**config.mk**
```make
export PLATFORM = sky130hd
export DESIGN_NAME = adc_control_register_bank
export DESIGN_NICKNAME = d
export VERILOG_FILES = /design/src/include/adc_ctrl_pkg.sv /design/src/design/adc_control_register_bank.sv
export VERILOG_INCLUDE_DIRS = /design/src /design/src/include
export SDC_FILE = /design/constraint.sdc
export NUM_CORES = 1
export LEC_CHECK = 0
export BUFFER_PORTS_ARGS = -buffer_cell sky130_fd_sc_hd__buf_2
export CAP_MARGIN = 20
export CORE_ASPECT_RATIO = 1.4
export CORE_MARGIN = 1
export CORE_UTILIZATION = 50
export CTS_CLUSTER_DIAMETER = 50
export DETAILED_ROUTE_END_ITERATION = 10
export PLACE_DENSITY = 0.71
export SLEW_MARGIN = 20
export SYNTH_ARGS = -nofsm -noshare
export SYNTH_HDL_FRONTEND = slang
export SYNTH_SLANG_ARGS = --single-unit
export TNS_END_PERCENT = 10
```
**constraint.sdc**
```tcl
create_clock -name sys_clk -period 1.95 [get_ports sys_clk]
set_clock_uncertainty 0.1 [all_clocks]
set_input_delay 0.195 -clock sys_clk [delete_from_list [all_inputs] [get_ports sys_clk]]
set_output_delay 0.195 -clock sys_clk [all_outputs]
set_load 0.02 [all_outputs]
```
**src/include/adc_ctrl_regs.svh**
```systemverilog
// Function
// Over-range flag rises 12 clocks after overload.
// Trip level is 1.0 V times threshold/16.
// Threshold field resets to fifteen.
// One threshold serves both channels.
// Channel A: 0 runs correction, 1 clears.
// Channel B: 0 runs correction, 1 clears.
// Host keeps tuning bits written as one.
// Wide sync field decodes off/once/pins/unsupported.
// Narrow sync field uses same coding.
// Reference field selects five levels or external.
// Temperature register is read only.
// Key write restores every register default.
// Reset register clears itself afterwards.
// Sleep field selects one of four states.
// Sleep applies only while enable pin low.
// Wake-up waits the time for each state.
// Reads shift sixteen bits, MSB first.
// Host writes zero to fixed bits.
`ifndef ADC_CTRL_REGS_SVH
`define ADC_CTRL_REGS_SVH
`define ADDR_OVR_THR 7'h02
`define ADDR_CORR_A 7'h03
`define ADDR_SYNC_WIDE 7'h0E
`define ADDR_SYNC_REF 7'h0F
`define ADDR_CORR_B 7'h1A
`define ADDR_TEMP 7'h2B
`define ADDR_SOFT_RESET 7'h2C
`define ADDR_SLEEP 7'h37
`define RST_OVR_THR 16'h0780
`define RST_CORR 16'h4B18
`define RST_SYNC_WIDE 16'hAAA8
`define RST_SYNC_REF 16'hA000
`define RST_SLEEP 16'h0000
`define MASK_OVR_THR 16'h0780
`define MASK_SYNC_WIDE 16'hFFFC
`define MASK_SYNC_REF 16'hF070
`define MASK_SLEEP 16'hFC00
`define OVR_THR_READ_SET 16'h4000
`define THR_MSB 10
`define THR_LSB 7
`define CORR_BIT 14
`define SYNCW_MSB 15
`define SYNCW_LSB 2
`define SYNCN_MSB 15
`define SYNCN_LSB 12
`define VREF_MSB 6
`define VREF_LSB 4
`define SLEEP_MSB 15
`define SLEEP_LSB 10
`define SOFT_RESET_KEY 16'hD2F0
`define SOFT_RESET_IDLE 16'h0000
`define PIN_IDLE_LEVELS 4'hA
`define CMD_BITS 5'h08
`define FRAME_BITS 5'h18
`define OVR_DELAY_CYC 12
`define CLK_PERIOD_NS 10
`define WAKE_SHUTDOWN_NS 2500000
`define WAKE_STANDBY_NS 100000
`define WAKE_DEEP_NS 20000
`define WAKE_LIGHT_NS 2000
`define SLEEP_CODE_STANDBY 6'h20
`define SLEEP_CODE_DEEP 6'h30
`define SLEEP_CODE_LIGHT 6'h35
`endif

```
**src/include/adc_ctrl_pkg.sv**
```systemverilog
package adc_ctrl_pkg;
  typedef enum logic [1:0] {SYNC_OFF = 2'b00, SYNC_ONCE = 2'b01, SYNC_PINS = 2'b10, SYNC_BAD = 2'b11} sync_mode_t;
  typedef enum logic [2:0] {REF_1V0 = 3'b000, REF_1V25 = 3'b001, REF_0V9 = 3'b010, REF_0V8 = 3'b011,
                            REF_1V15 = 3'b100, REF_EXT = 3'b111} ref_sel_t;
  typedef enum logic [1:0] {SLP_SHUTDOWN = 2'b00, SLP_STANDBY = 2'b01, SLP_DEEP = 2'b10,
                            SLP_LIGHT = 2'b11} sleep_mode_t;
  typedef enum logic [1:0] {SPI_IDLE = 2'b00, SPI_CMD = 2'b01, SPI_DATA = 2'b10} spi_state_t;
  typedef enum logic [1:0] {PWR_AWAKE = 2'b00, PWR_ASLEEP = 2'b01, PWR_WAKING = 2'b10} pwr_state_t;
  // Decoded settings that steer the converter core.
  typedef struct packed {
    logic corr_run_a;
    logic corr_run_b;
    sync_mode_t sync_wide;
    sync_mode_t sync_narrow;
    ref_sel_t ref_sel;
    sleep_mode_t sleep_sel;
  } ctrl_out_t;
endpackage : adc_ctrl_pkg

```
**src/design/adc_control_register_bank.sv**
```systemverilog
`timescale 1ns/100ps
`include "adc_ctrl_regs.svh"
module adc_control_register_bank
  import adc_ctrl_pkg::*;
#(
  parameter int OVR_DELAY = `OVR_DELAY_CYC,
  parameter int WAKE_SHUTDOWN_CYC = `WAKE_SHUTDOWN_NS / `CLK_PERIOD_NS,
  parameter int WAKE_STANDBY_CYC = `WAKE_STANDBY_NS / `CLK_PERIOD_NS
) (
  // Clock and reset.
  input wire logic sys_clk,
  input wire logic rst,
  // Serial control port pins.
  input wire logic serial_clk_pin,
  input wire logic serial_enable_n_pin,
  input wire logic serial_data_in_pin,
  output logic serial_data_out_pin,
  output logic serial_data_out_oe,
  // Power enable pin.
  input wire logic power_enable_pin,
  // Converter core levels, same clock.
  input wire logic [11:0] chan_a_level,
  input wire logic [11:0] chan_b_level,
  input wire logic [8:0] temp_value,
  // Status and control towards the core.
  output logic overrange_flag_a,
  output logic overrange_flag_b,
  output ctrl_out_t ctrl,
  output logic sleep_active,
  output logic data_ready
);

  localparam int WAKE_DEEP_CYC = `WAKE_DEEP_NS / `CLK_PERIOD_NS;
  localparam int WAKE_LIGHT_CYC = `WAKE_LIGHT_NS / `CLK_PERIOD_NS;

  // Level at or above threshold/16 of full scale trips the detector.
  function automatic logic over_level(input logic [11:0] lvl, input logic [3:0] thr);
    over_level = lvl[11:8] >= thr;
  endfunction : over_level

  // Sync field decode; unknown codes count as unsupported.
  function automatic sync_mode_t decode_sync(input logic [13:0] f);
    if (f == 14'h0000) begin
      decode_sync = SYNC_OFF;
    end else if (f == 14'h1555) begin
      decode_sync = SYNC_ONCE;
    end else if (f == 14'h2AAA) begin
      decode_sync = SYNC_PINS;
    end else begin
      decode_sync = SYNC_BAD;
    end
  endfunction : decode_sync

  // Register write decode.
  function automatic logic wr_hit(input logic go, input logic [6:0] a, input logic [6:0] target);
    wr_hit = go && (a == target);
  endfunction : wr_hit

  // Pin synchronisers.
  logic [3:0] pin_sync1_reg;
  logic [3:0] pin_sync2_reg;
  logic sclk_d_reg;
  wire sclk_s = pin_sync2_reg[0];
  wire cs_n_s = pin_sync2_reg[1];
  wire sdi_s = pin_sync2_reg[2];
  wire en_s = pin_sync2_reg[3];
  wire sclk_rise = sclk_s && !sclk_d_reg;
  wire sclk_fall = !sclk_s && sclk_d_reg;

  // Two flip-flops on every pin before any logic reads it.
  // Reset loads the idle pin levels (enable high, select high, clock low), so that
  // no false clock edge or sleep entry follows the release of reset.
  always_ff @(posedge sys_clk) begin
    if (rst) begin
      pin_sync1_reg <= `PIN_IDLE_LEVELS;
      pin_sync2_reg <= `PIN_IDLE_LEVELS;
      sclk_d_reg <= 1'b0;
    end else begin
      pin_sync1_reg <= {power_enable_pin, serial_data_in_pin, serial_enable_n_pin, serial_clk_pin};
      pin_sync2_reg <= pin_sync1_reg;
      sclk_d_reg <= sclk_s;
    end
  end

  // Serial frame: read flag, 7-bit address, 16 data bits, MSB first.
  spi_state_t spi_state_reg;
  spi_state_t spi_state_next;
  logic [4:0] bit_cnt_reg;
  logic [15:0] shift_in_reg;
  logic [6:0] addr_reg;
  logic is_read_reg;
  logic [15:0] out_shift_reg;
  logic [15:0] read_word;
  wire [6:0] rd_addr = {shift_in_reg[5:0], sdi_s};
  wire [15:0] wdata = {shift_in_reg[14:0], sdi_s};
  wire cmd_done = (spi_state_reg == SPI_CMD) && sclk_rise && (bit_cnt_reg == `CMD_BITS - 5'h01);
  wire frame_done = (spi_state_reg == SPI_DATA) && sclk_rise && (bit_cnt_reg == `FRAME_BITS - 5'h01);
  wire wr_go = frame_done && !is_read_reg;

  // Next state of the serial frame.
  always_comb begin
    spi_state_next = spi_state_reg;
    case (spi_state_reg)
      SPI_IDLE: spi_state_next = SPI_CMD;
      SPI_CMD: if (cmd_done) spi_state_next = SPI_DATA;
      SPI_DATA: if (frame_done) spi_state_next = SPI_IDLE;
      default: spi_state_next = SPI_IDLE;
    endcase
  end

  // Deselect aborts any frame; a completed frame waits for deselect.
  always_ff @(posedge sys_clk) begin
    if (rst || cs_n_s) begin
      spi_state_reg <= SPI_IDLE;
      bit_cnt_reg <= 5'h00;
    end else if (spi_state_reg == SPI_IDLE || sclk_rise) begin
      spi_state_reg <= (spi_state_reg == SPI_DATA && frame_done) ? SPI_DATA : spi_state_next;
      bit_cnt_reg <= (spi_state_reg == SPI_IDLE) ? 5'h00 : bit_cnt_reg + 5'h01;
    end
  end

  // Input shifter and latched command.
  always_ff @(posedge sys_clk) begin
    if (rst) begin
      shift_in_reg <= 16'h0000;
      addr_reg <= 7'h00;
      is_read_reg <= 1'b0;
    end else if (sclk_rise && !cs_n_s) begin
      shift_in_reg <= wdata;
      if (cmd_done) begin
        addr_reg <= rd_addr;
        is_read_reg <= shift_in_reg[6];
      end
    end
  end

  // Read data leaves on falling edges so the host samples on rising ones.
  always_ff @(posedge sys_clk) begin
    if (rst || cs_n_s) begin
      out_shift_reg <= 16'h0000;
      serial_data_out_pin <= 1'b0;
      serial_data_out_oe <= 1'b0;
    end else if (cmd_done) begin
      out_shift_reg <= read_word;
      serial_data_out_oe <= shift_in_reg[6];
    end else if (sclk_fall && spi_state_reg == SPI_DATA && is_read_reg) begin
      serial_data_out_pin <= out_shift_reg[15];
      out_shift_reg <= {out_shift_reg[14:0], 1'b0};
    end
  end

  // Stored registers.
  logic [15:0] ovr_thr_reg, corr_a_reg, sync_wide_reg, sync_ref_reg, corr_b_reg, sleep_reg;
  logic [15:0] soft_key_reg;
  wire soft_go = soft_key_reg == `SOFT_RESET_KEY;
  wire [15:0] ovr_thr_next = wr_hit(wr_go, addr_reg, `ADDR_OVR_THR) ? (wdata & `MASK_OVR_THR) : ovr_thr_reg;
  wire [15:0] corr_a_next = wr_hit(wr_go, addr_reg, `ADDR_CORR_A) ? wdata : corr_a_reg;
  wire [15:0] sync_wide_next = wr_hit(wr_go, addr_reg, `ADDR_SYNC_WIDE) ? (wdata & `MASK_SYNC_WIDE) : sync_wide_reg;
  wire [15:0] sync_ref_next = wr_hit(wr_go, addr_reg, `ADDR_SYNC_REF) ? (wdata & `MASK_SYNC_REF) : sync_ref_reg;
  wire [15:0] corr_b_next = wr_hit(wr_go, addr_reg, `ADDR_CORR_B) ? wdata : corr_b_reg;
  wire [15:0] sleep_next = wr_hit(wr_go, addr_reg, `ADDR_SLEEP) ? (wdata & `MASK_SLEEP) : sleep_reg;
  wire key_ok = wr_hit(wr_go, addr_reg, `ADDR_SOFT_RESET) && (wdata == `SOFT_RESET_KEY);
  wire [15:0] soft_key_next = key_ok ? `SOFT_RESET_KEY : `SOFT_RESET_IDLE;
  wire [3:0] thr = ovr_thr_reg[`THR_MSB:`THR_LSB];

  // Hard reset and the keyed software reset both restore defaults.
  always_ff @(posedge sys_clk) begin
    if (rst || soft_go) begin
      ovr_thr_reg <= `RST_OVR_THR;
      corr_a_reg <= `RST_CORR;
      sync_wide_reg <= `RST_SYNC_WIDE;
      sync_ref_reg <= `RST_SYNC_REF;
      corr_b_reg <= `RST_CORR;
      sleep_reg <= `RST_SLEEP;
    end else begin
      ovr_thr_reg <= ovr_thr_next;
      corr_a_reg <= corr_a_next;
      sync_wide_reg <= sync_wide_next;
      sync_ref_reg <= sync_ref_next;
      corr_b_reg <= corr_b_next;
      sleep_reg <= sleep_next;
    end
  end

  // The key register holds the key for one cycle, then returns to zero.
  always_ff @(posedge sys_clk) begin
    if (rst) begin
      soft_key_reg <= `SOFT_RESET_IDLE;
    end else begin
      soft_key_reg <= soft_key_next;
    end
  end

  // Read selection; unmapped addresses read zero.
  always_comb begin
    case (rd_addr)
      `ADDR_OVR_THR: read_word = ovr_thr_reg | `OVR_THR_READ_SET;
      `ADDR_CORR_A: read_word = corr_a_reg;
      `ADDR_SYNC_WIDE: read_word = sync_wide_reg;
      `ADDR_SYNC_REF: read_word = sync_ref_reg;
      `ADDR_CORR_B: read_word = corr_b_reg;
      `ADDR_TEMP: read_word = {7'h00, temp_value};
      `ADDR_SOFT_RESET: read_word = soft_key_reg;
      `ADDR_SLEEP: read_word = sleep_reg;
      default: read_word = 16'h0000;
    endcase
  end

  // Decoded control fields.
  wire [3:0] syncn = sync_ref_reg[`SYNCN_MSB:`SYNCN_LSB];
  wire [2:0] vref = sync_ref_reg[`VREF_MSB:`VREF_LSB];
  wire [5:0] slp = sleep_reg[`SLEEP_MSB:`SLEEP_LSB];
  wire ref_known = vref <= 3'h4;
  wire ref_sel_t ref_dec = ref_known ? ref_sel_t'(vref) : REF_EXT;
  wire sleep_mode_t slp_dec = (slp == `SLEEP_CODE_LIGHT) ? SLP_LIGHT :
                              (slp == `SLEEP_CODE_DEEP) ? SLP_DEEP :
                              (slp == `SLEEP_CODE_STANDBY) ? SLP_STANDBY : SLP_SHUTDOWN;

  // Control outputs from flip-flops.
  always_ff @(posedge sys_clk) begin
    if (rst) begin
      ctrl <= '{1'b0, 1'b0, SYNC_PINS, SYNC_PINS, REF_1V0, SLP_SHUTDOWN};
    end else begin
      ctrl.corr_run_a <= !corr_a_reg[`CORR_BIT];
      ctrl.corr_run_b <= !corr_b_reg[`CORR_BIT];
      ctrl.sync_wide <= decode_sync(sync_wide_reg[`SYNCW_MSB:`SYNCW_LSB]);
      ctrl.sync_narrow <= decode_sync({syncn, syncn, syncn, syncn[3:2]});
      ctrl.ref_sel <= ref_dec;
      ctrl.sleep_sel <= slp_dec;
    end
  end

  // Over-range detection shares one threshold across both channels.
  wire trip_a = over_level(chan_a_level, thr);
  wire trip_b = over_level(chan_b_level, thr);
  logic [OVR_DELAY-1:0] ovr_pipe_a_reg;
  logic [OVR_DELAY-1:0] ovr_pipe_b_reg;

  // Delay line sets the flag a fixed number of clocks after the overload.
  always_ff @(posedge sys_clk) begin
    if (rst) begin
      ovr_pipe_a_reg <= '0;
      ovr_pipe_b_reg <= '0;
    end else begin
      ovr_pipe_a_reg <= {ovr_pipe_a_reg[OVR_DELAY-2:0], trip_a};
      ovr_pipe_b_reg <= {ovr_pipe_b_reg[OVR_DELAY-2:0], trip_b};
    end
  end
  assign overrange_flag_a = ovr_pipe_a_reg[OVR_DELAY-1];
  assign overrange_flag_b = ovr_pipe_b_reg[OVR_DELAY-1];

  // Sleep control and wake-up timer.
  pwr_state_t pwr_state_reg;
  logic [17:0] wake_cnt_reg;
  wire [17:0] wake_load = (slp_dec == SLP_LIGHT) ? 18'(WAKE_LIGHT_CYC) :
                          (slp_dec == SLP_DEEP) ? 18'(WAKE_DEEP_CYC) :
                          (slp_dec == SLP_STANDBY) ? 18'(WAKE_STANDBY_CYC) : 18'(WAKE_SHUTDOWN_CYC);

  // Low enable sleeps; high enable wakes after the mode's wake time.
  always_ff @(posedge sys_clk) begin
    if (rst) begin
      pwr_state_reg <= PWR_AWAKE;
      wake_cnt_reg <= 18'h00000;
      sleep_active <= 1'b0;
      data_ready <= 1'b1;
    end else begin
      case (pwr_state_reg)
        PWR_AWAKE: if (!en_s) begin
          pwr_state_reg <= PWR_ASLEEP;
          sleep_active <= 1'b1;
          data_ready <= 1'b0;
        end
        PWR_ASLEEP: if (en_s) begin
          pwr_state_reg <= PWR_WAKING;
          sleep_active <= 1'b0;
          wake_cnt_reg <= wake_load;
        end
        PWR_WAKING: if (!en_s) begin
          pwr_state_reg <= PWR_ASLEEP;
          sleep_active <= 1'b1;
        end else if (wake_cnt_reg <= 18'h00001) begin
          pwr_state_reg <= PWR_AWAKE;
          data_ready <= 1'b1;
        end else begin
          wake_cnt_reg <= wake_cnt_reg - 18'h00001;
        end
        default: pwr_state_reg <= PWR_AWAKE;
      endcase
    end
  end
endmodule : adc_control_register_bank

```
Word-level counts from Yosys, hierarchy flattened. Cells that the tools add are included.

Bits in registers: 193. Bits in latches: 0. Bits in writable memories: 0. ROM bits: 0. Input port bits: 39. Output and inout port bits: 17. Memories kept: 0.

Add/sub/neg operators: 2. Multipliers: 0. Divide/modulo/power cells: 0. Order comparisons: 4. Equality and inequality tests: 42. Shift operators: 0. Muxes and demuxes: 38. Bitwise gates (word level): 1. Reduce and logical (&&, ||, !) cells: 46.

Operators with widths (count): 16-bit one-hot mux with 8 select lines (1); 18-bit two-way mux (6); 16-bit two-way mux (3); 18-bit one-hot mux with 2 select lines (1); 7-bit by 6-bit equality test with 1-bit output (second input constant) (5); 16-bit equality test (second input constant) (2); 14-bit by 13-bit equality test with 1-bit output (second input constant) (2); 14-bit equality test (second input constant) (2); 7-bit by 2-bit equality test with 1-bit output (second input constant) (4); 7-bit by 4-bit equality test with 1-bit output (second input constant) (4); 14-bit zero test (2); 2-bit two-way mux (13); 1-bit logical AND (19); 6-bit equality test (second input constant) (3); 18-bit by 1-bit less-or-equal comparator with 1-bit output (second input constant) (1); 18-bit by 1-bit subtractor with 18-bit output (second input constant) (1); 7-bit by 5-bit equality test with 1-bit output (second input constant) (2); 2-bit inequality test (second input constant) (6); 2-bit one-hot mux with 3 select lines (2); 3-bit AND reduction (3); 2-bit equality test (second input constant) (4); 4-bit greater-or-equal comparator (2); 1-bit two-way mux (8); 4-bit AND reduction (2); other kinds (17) (35).

Depth between registers and ports, before layout.
Depth after elaboration: 10. Gate-level depth with buffers: 9. Gate-level depth less buffers: 8.

Least setup slack after synthesis. Ideal clock, no wire load.

Kind: register to register. Start: register bit_cnt_reg[0]. End: register corr_b_reg[3]. Library setup time: 0.129 ns. Data arrival time: 1.889 ns. Data required time: 1.721 ns. Setup slack: -0.168 ns. Cell stages (with the launch flop): 8. Buffers on the path: 1. Path through: dfxtp_1 ha_1 and3b_1 nand4_1 nor3_2 buf_4 mux2i_1 nand2_1.

Longest elaborated chain between the ends: 4.

RTL lines: start, declared (RTL line adc_control_register_bank.sv:88) `logic [4:0] bit_cnt_reg;`; start signal, assigned (RTL line adc_control_register_bank.sv:118) `bit_cnt_reg <= (spi_state_reg == SPI_IDLE) ? 5'h00 : bit_cnt_reg + 5'h01;`; 5-bit equality test (RTL line adc_control_register_bank.sv:97) `` wire frame_done = (spi_state_reg == SPI_DATA) && sclk_rise && (bit_cnt_reg == `FRAME_BITS - 5'h01); ``; 1-bit logical AND (RTL line adc_control_register_bank.sv:97); 1-bit logical AND (RTL line adc_control_register_bank.sv:98) `wire wr_go = frame_done && !is_read_reg;`; 1-bit logical AND (RTL line adc_control_register_bank.sv:56) `wr_hit = go && (a == target);`; end signal, assigned (RTL line adc_control_register_bank.sv:173) `` corr_b_reg <= `RST_CORR; ``; end signal, assigned (RTL line adc_control_register_bank.sv:180) `corr_b_reg <= corr_b_next;`; end, declared (RTL line adc_control_register_bank.sv:153) `logic [15:0] ovr_thr_reg, corr_a_reg, sync_wide_reg, sync_ref_reg, corr_b_reg, sleep_reg;`.

Every way passes these cells. A chain may end at the register's enable or synchronous reset.

Worst setup path in the final report.
Start: register addr_reg[6]. End: register corr_a_reg[12].

Longest elaborated chain between the ends: 2.

RTL lines: start, declared (RTL line adc_control_register_bank.sv:90) `logic [6:0] addr_reg;`; start signal, assigned (RTL line adc_control_register_bank.sv:131) `addr_reg <= rd_addr;`; 7-bit by 2-bit equality test with 1-bit output (RTL line adc_control_register_bank.sv:56); 1-bit logical AND (RTL line adc_control_register_bank.sv:56); end signal, assigned (RTL line adc_control_register_bank.sv:170) `` corr_a_reg <= `RST_CORR; ``; end signal, assigned (RTL line adc_control_register_bank.sv:177) `corr_a_reg <= corr_a_next;`; end, declared (RTL line adc_control_register_bank.sv:153).

Every way passes these cells.

==> impl_summary.md <==
Timing
Based on the critical path, the design can be clocked at up to 488 MHz. Setup violations remaining at the end of the flow were counted as 26. The routed design could run at a clock period as short as 2050 ps. The max-slew violation total from the final report is 0. At the pin with the least slew margin, the transition time is 838 ps. The final worst-path setup slack is -98.3 ps. The remaining max-slew budget at the tightest pin is 44.2%. The hold slack is 18.0 ps.

The hold violation count in the final report is 0. The final cycle utilization of the critical path is 105%. Setup repair after global routing could not meet its margin everywhere.

Power and ir drop
For this design the static power due to leakage is 3.95 nW. Total power for the finished layout comes to 0.00740 W. The power density normalized to cell area is 737 nW/um2. Across the VDD grid, the largest voltage drop is 0.722 mV.

Placed design
The total half-perimeter wirelength after legalization and detailed placement is 14900 um. Port buffering added 39 buffers. The congestion estimate from routability-driven global placement came to 0.915.

CTS
After clock tree synthesis, the clock-pin slew on the worst setup and hold paths is 60 ps. The number of buffers created by CTS is 17. Clock tree synthesis found a total of 178 sinks.

The H-tree was split into 4 levels. The longest clock path from root to sink contains 2 buffers. The root buffer cell chosen for the clock tree is sky130_fd_sc_hd__clkbuf_16. For the worst-skew pair, the clock arrives at the later sink with an insertion delay of 430 ps. The TritonCTS clock tree is done.

Detailed routing
The detailed router placed 7277 vias in this run. Dividing the detail-routed wire length by the instance count gives 17.9 um. The wire length on met3 is 1080 um. The per-cell via count in the routed design is 5.88.

The routed design has 22100 um of wire. The starting DRC count in detailed routing is 556. Before antenna repair, the detailed router went through 5 iterations.

The highest layer touched by signal routing is met4. In the final routing, the length of wire on met1 measures 8640 um. After detailed routing, the number of remaining DRC violations is 0. The detail route stage leaves a number of antenna-violating nets equal to 0.

Detailed routing placed a total of 10900 um of wire on met2.

Logic synthesis
The count of flip-flops with a built-in enable after synthesis is 0. The sequential cell area fraction in the yosys report is 45.4%. Yosys instantiated no cell more often than sky130_fd_sc_hd__dfxtp_1.

Counting instances in the post-synthesis netlist gives the leading cell types as 178 x sky130_fd_sc_hd__dfxtp_1, 130 x sky130_fd_sc_hd__nand2_1, 77 x sky130_fd_sc_hd__a21oi_1. Yosys mapped the design onto 67 distinct sky130hd cell types. Synthesis handed over a netlist of 908 instances. Yosys printed 0 warnings.

The flip-flop cell with the highest count after synthesis is sky130_fd_sc_hd__dfxtp_1. Yosys attributes the largest share of cell area to sky130_fd_sc_hd__dfxtp_1 45%, sky130_fd_sc_hd__nand2_1 6.2%, sky130_fd_sc_hd__mux2i_1 6.1%. The top cell type by area accounts for 45.4% of the synthesized area. Counting flops and latches in the post-synthesis netlist gives 178. Dividing the synthesized area by the synthesized cell count gives 8.64 um2. The cell taking the most area after synthesis is sky130_fd_sc_hd__dfxtp_1. The post-synth net total is 961. The post-synthesis async set-or-reset flop share is 0%. The cell area that synthesis handed to floorplanning was 7840 um2.

Worst setup path
The critical path data required time is 2200 ps. The arrival time of the worst setup path is 2300 ps. STA classifies the critical path endpoint as a register.

In this design, the stage delay of the slowest critical-path cell is 560 ps. The slowest stage of the critical path belongs to the cell sky130_fd_sc_hd__or4b_4. Of all nets on the critical path, the largest fanout is 8. The kind of start point of the critical path is a register. The library cell appearing most often on the critical path is sky130_fd_sc_hd__buf_12. The signal on the critical path passes through or4b_4, nor4_4, and2_4, buf_12, buf_12, nand2_2, a21oi_2. The class of the most critical setup path is register to register.

GRT
The global-route congestion overflow total is 0. The number of antenna violations at the first check in global routing is 0. The via count of the first global-routing pass is 6948. The global-route wire length before repair is 34300 um. In the global route stage, overall resource usage came out at 27.6%. The pin count of the biggest net entering global routing is 54.

Flow run
The tool flagged a number of max-cap violations equal to 0.

Die
Row generation in the floorplan step produced 53 rows. The die covers 16200 um2. The floorplan core area is 15200 um2.

The chip height is 150 um. Measured along the x axis, the die boundary spans 108 um. The initial standard-cell utilization of the core is 51.6%. During I/O placement, the number of pins put on the boundary was 56.

Final layout
The flip-flop count of the largest register, all copies and words added is 18. The fill cell instance count of the final layout is 1263. The share of layout cells above drive strength 1 is 27.6%.

The number of antenna diodes in the final layout is 0. The number of nets in the layout is 1087. The layout overhead on the synthesized area is 28.0%.

Outcome
The checks that failed: setup timing. The run finished, with violations left.

Min path
The worst min-delay path category is input port to register.
## path summary, 6_finish.rpt
path / cells after the start / slack [ps] / from / endpoint
setup / recovery: 7 / -100 / addr_reg[6] / corr_a_reg[12]
setup reg to reg: 7 / -100 / addr_reg[6] / corr_a_reg[12]
hold reg to reg: 1 / 310 / pin_sync1_reg[3] / pin_sync2_reg[3]
hold / removal: 4 / 20 / chan_b_level[11] / ovr_pipe_b_reg[0]
## critical path, delay by kind of cell (launching register included)
kind,cells,cell delay [ps]
flops,1,330
compound gates,1,110
simple gates,4,1160
buf+inv,2,280
## cells by family (layout without fill, tap and decap cells)
| family | count (synthesis) | after routing | synth area share, % |
|---|---|---|---|
| AND/OR/NAND/NOR | 375 | 375 | 24.5 |
| AO/OA/AOI/OAI | 210 | 210 | 16.5 |
| flip-flops | 178 | 178 | 45.4 |
| buffers and inverters | 76 | 213 | 4.34 |
| multiplexers | 48 | 48 | 6.13 |
| adder cells (fa/ha/maj) | 14 | 14 | 2.23 |
| XOR/XNOR | 7 | 7 | 0.782 |
## repair_timing
item | CTS | global route
endpoints found under the setup margin | 52 | 94
gates resized for setup | 44 | 77
setup buffers | 2 | 4
endpoints found under the hold margin | 11 | 0
pin swaps | 16 | 33
hold buffers | 5 | 0
cloned | 2 | 0
## routing by layer
metal | global-route usage [%] | up-vias
met2 | 47.6 | 279
met3 | 4.24 | 96
met1 | 30.9 | 3426
met5 | 0 | -
li1 | - | 3476
met4 | 19.7 | 0
## layout by cell type (no fill, tap or decap), drive strengths merged, types with 10 or more instances in the layout
| cell type | n |
|---|---|
| dfxtp | 178 |
| and3 | 10 |
| o21ai | 61 |
| nor2b | 33 |
| buf | 166 |
| nand2 | 134 |
| mux2i | 48 |
| nand4 | 11 |
| nor3 | 17 |
| ha | 14 |
| inv | 15 |
| nand3 | 33 |
| clkbuf | 20 |
| nor2 | 70 |
| a21oi | 81 |
## cell type report
cell class | instances | area [um2] | area share (%)
clock buffer | 20 | 447 | 4.45
clock inverter | 10 | 104 | 1.03
inverter | 12 | 45.0 | 0.449
multi-input combinational | 654 | 4300 | 42.8
sequential | 178 | 3580 | 35.7
tap | 192 | 240 | 2.39
timing repair buffer | 171 | 1320 | 13.2
## through the flow
step           area [um2]  std cells  setup TNS [ps]  setup slack, ps  utilization, %
2_1_floorplan        7880        908            -795            -56.7               -
3_3_place_gp         8950       1194           -1560             -207            58.9
3_5_place_dp         8950       1194           -2570             -241            58.9
4_1_cts              9720       1233           -1150             -114            64.0
5_1_grt             10000       1237           -3760             -150            66.1
6_report            10000       1237           -1640            -98.3            66.1
## where the power goes
part	switching [W]	leakage, nW	internal, W
Clock	0.00144	0.261	0.00180
Sequential	0.0000248	1.44	0.00366
Combinational	0.000262	2.25	0.000210
No activity file was read; power rests on OpenSTA's default activity.
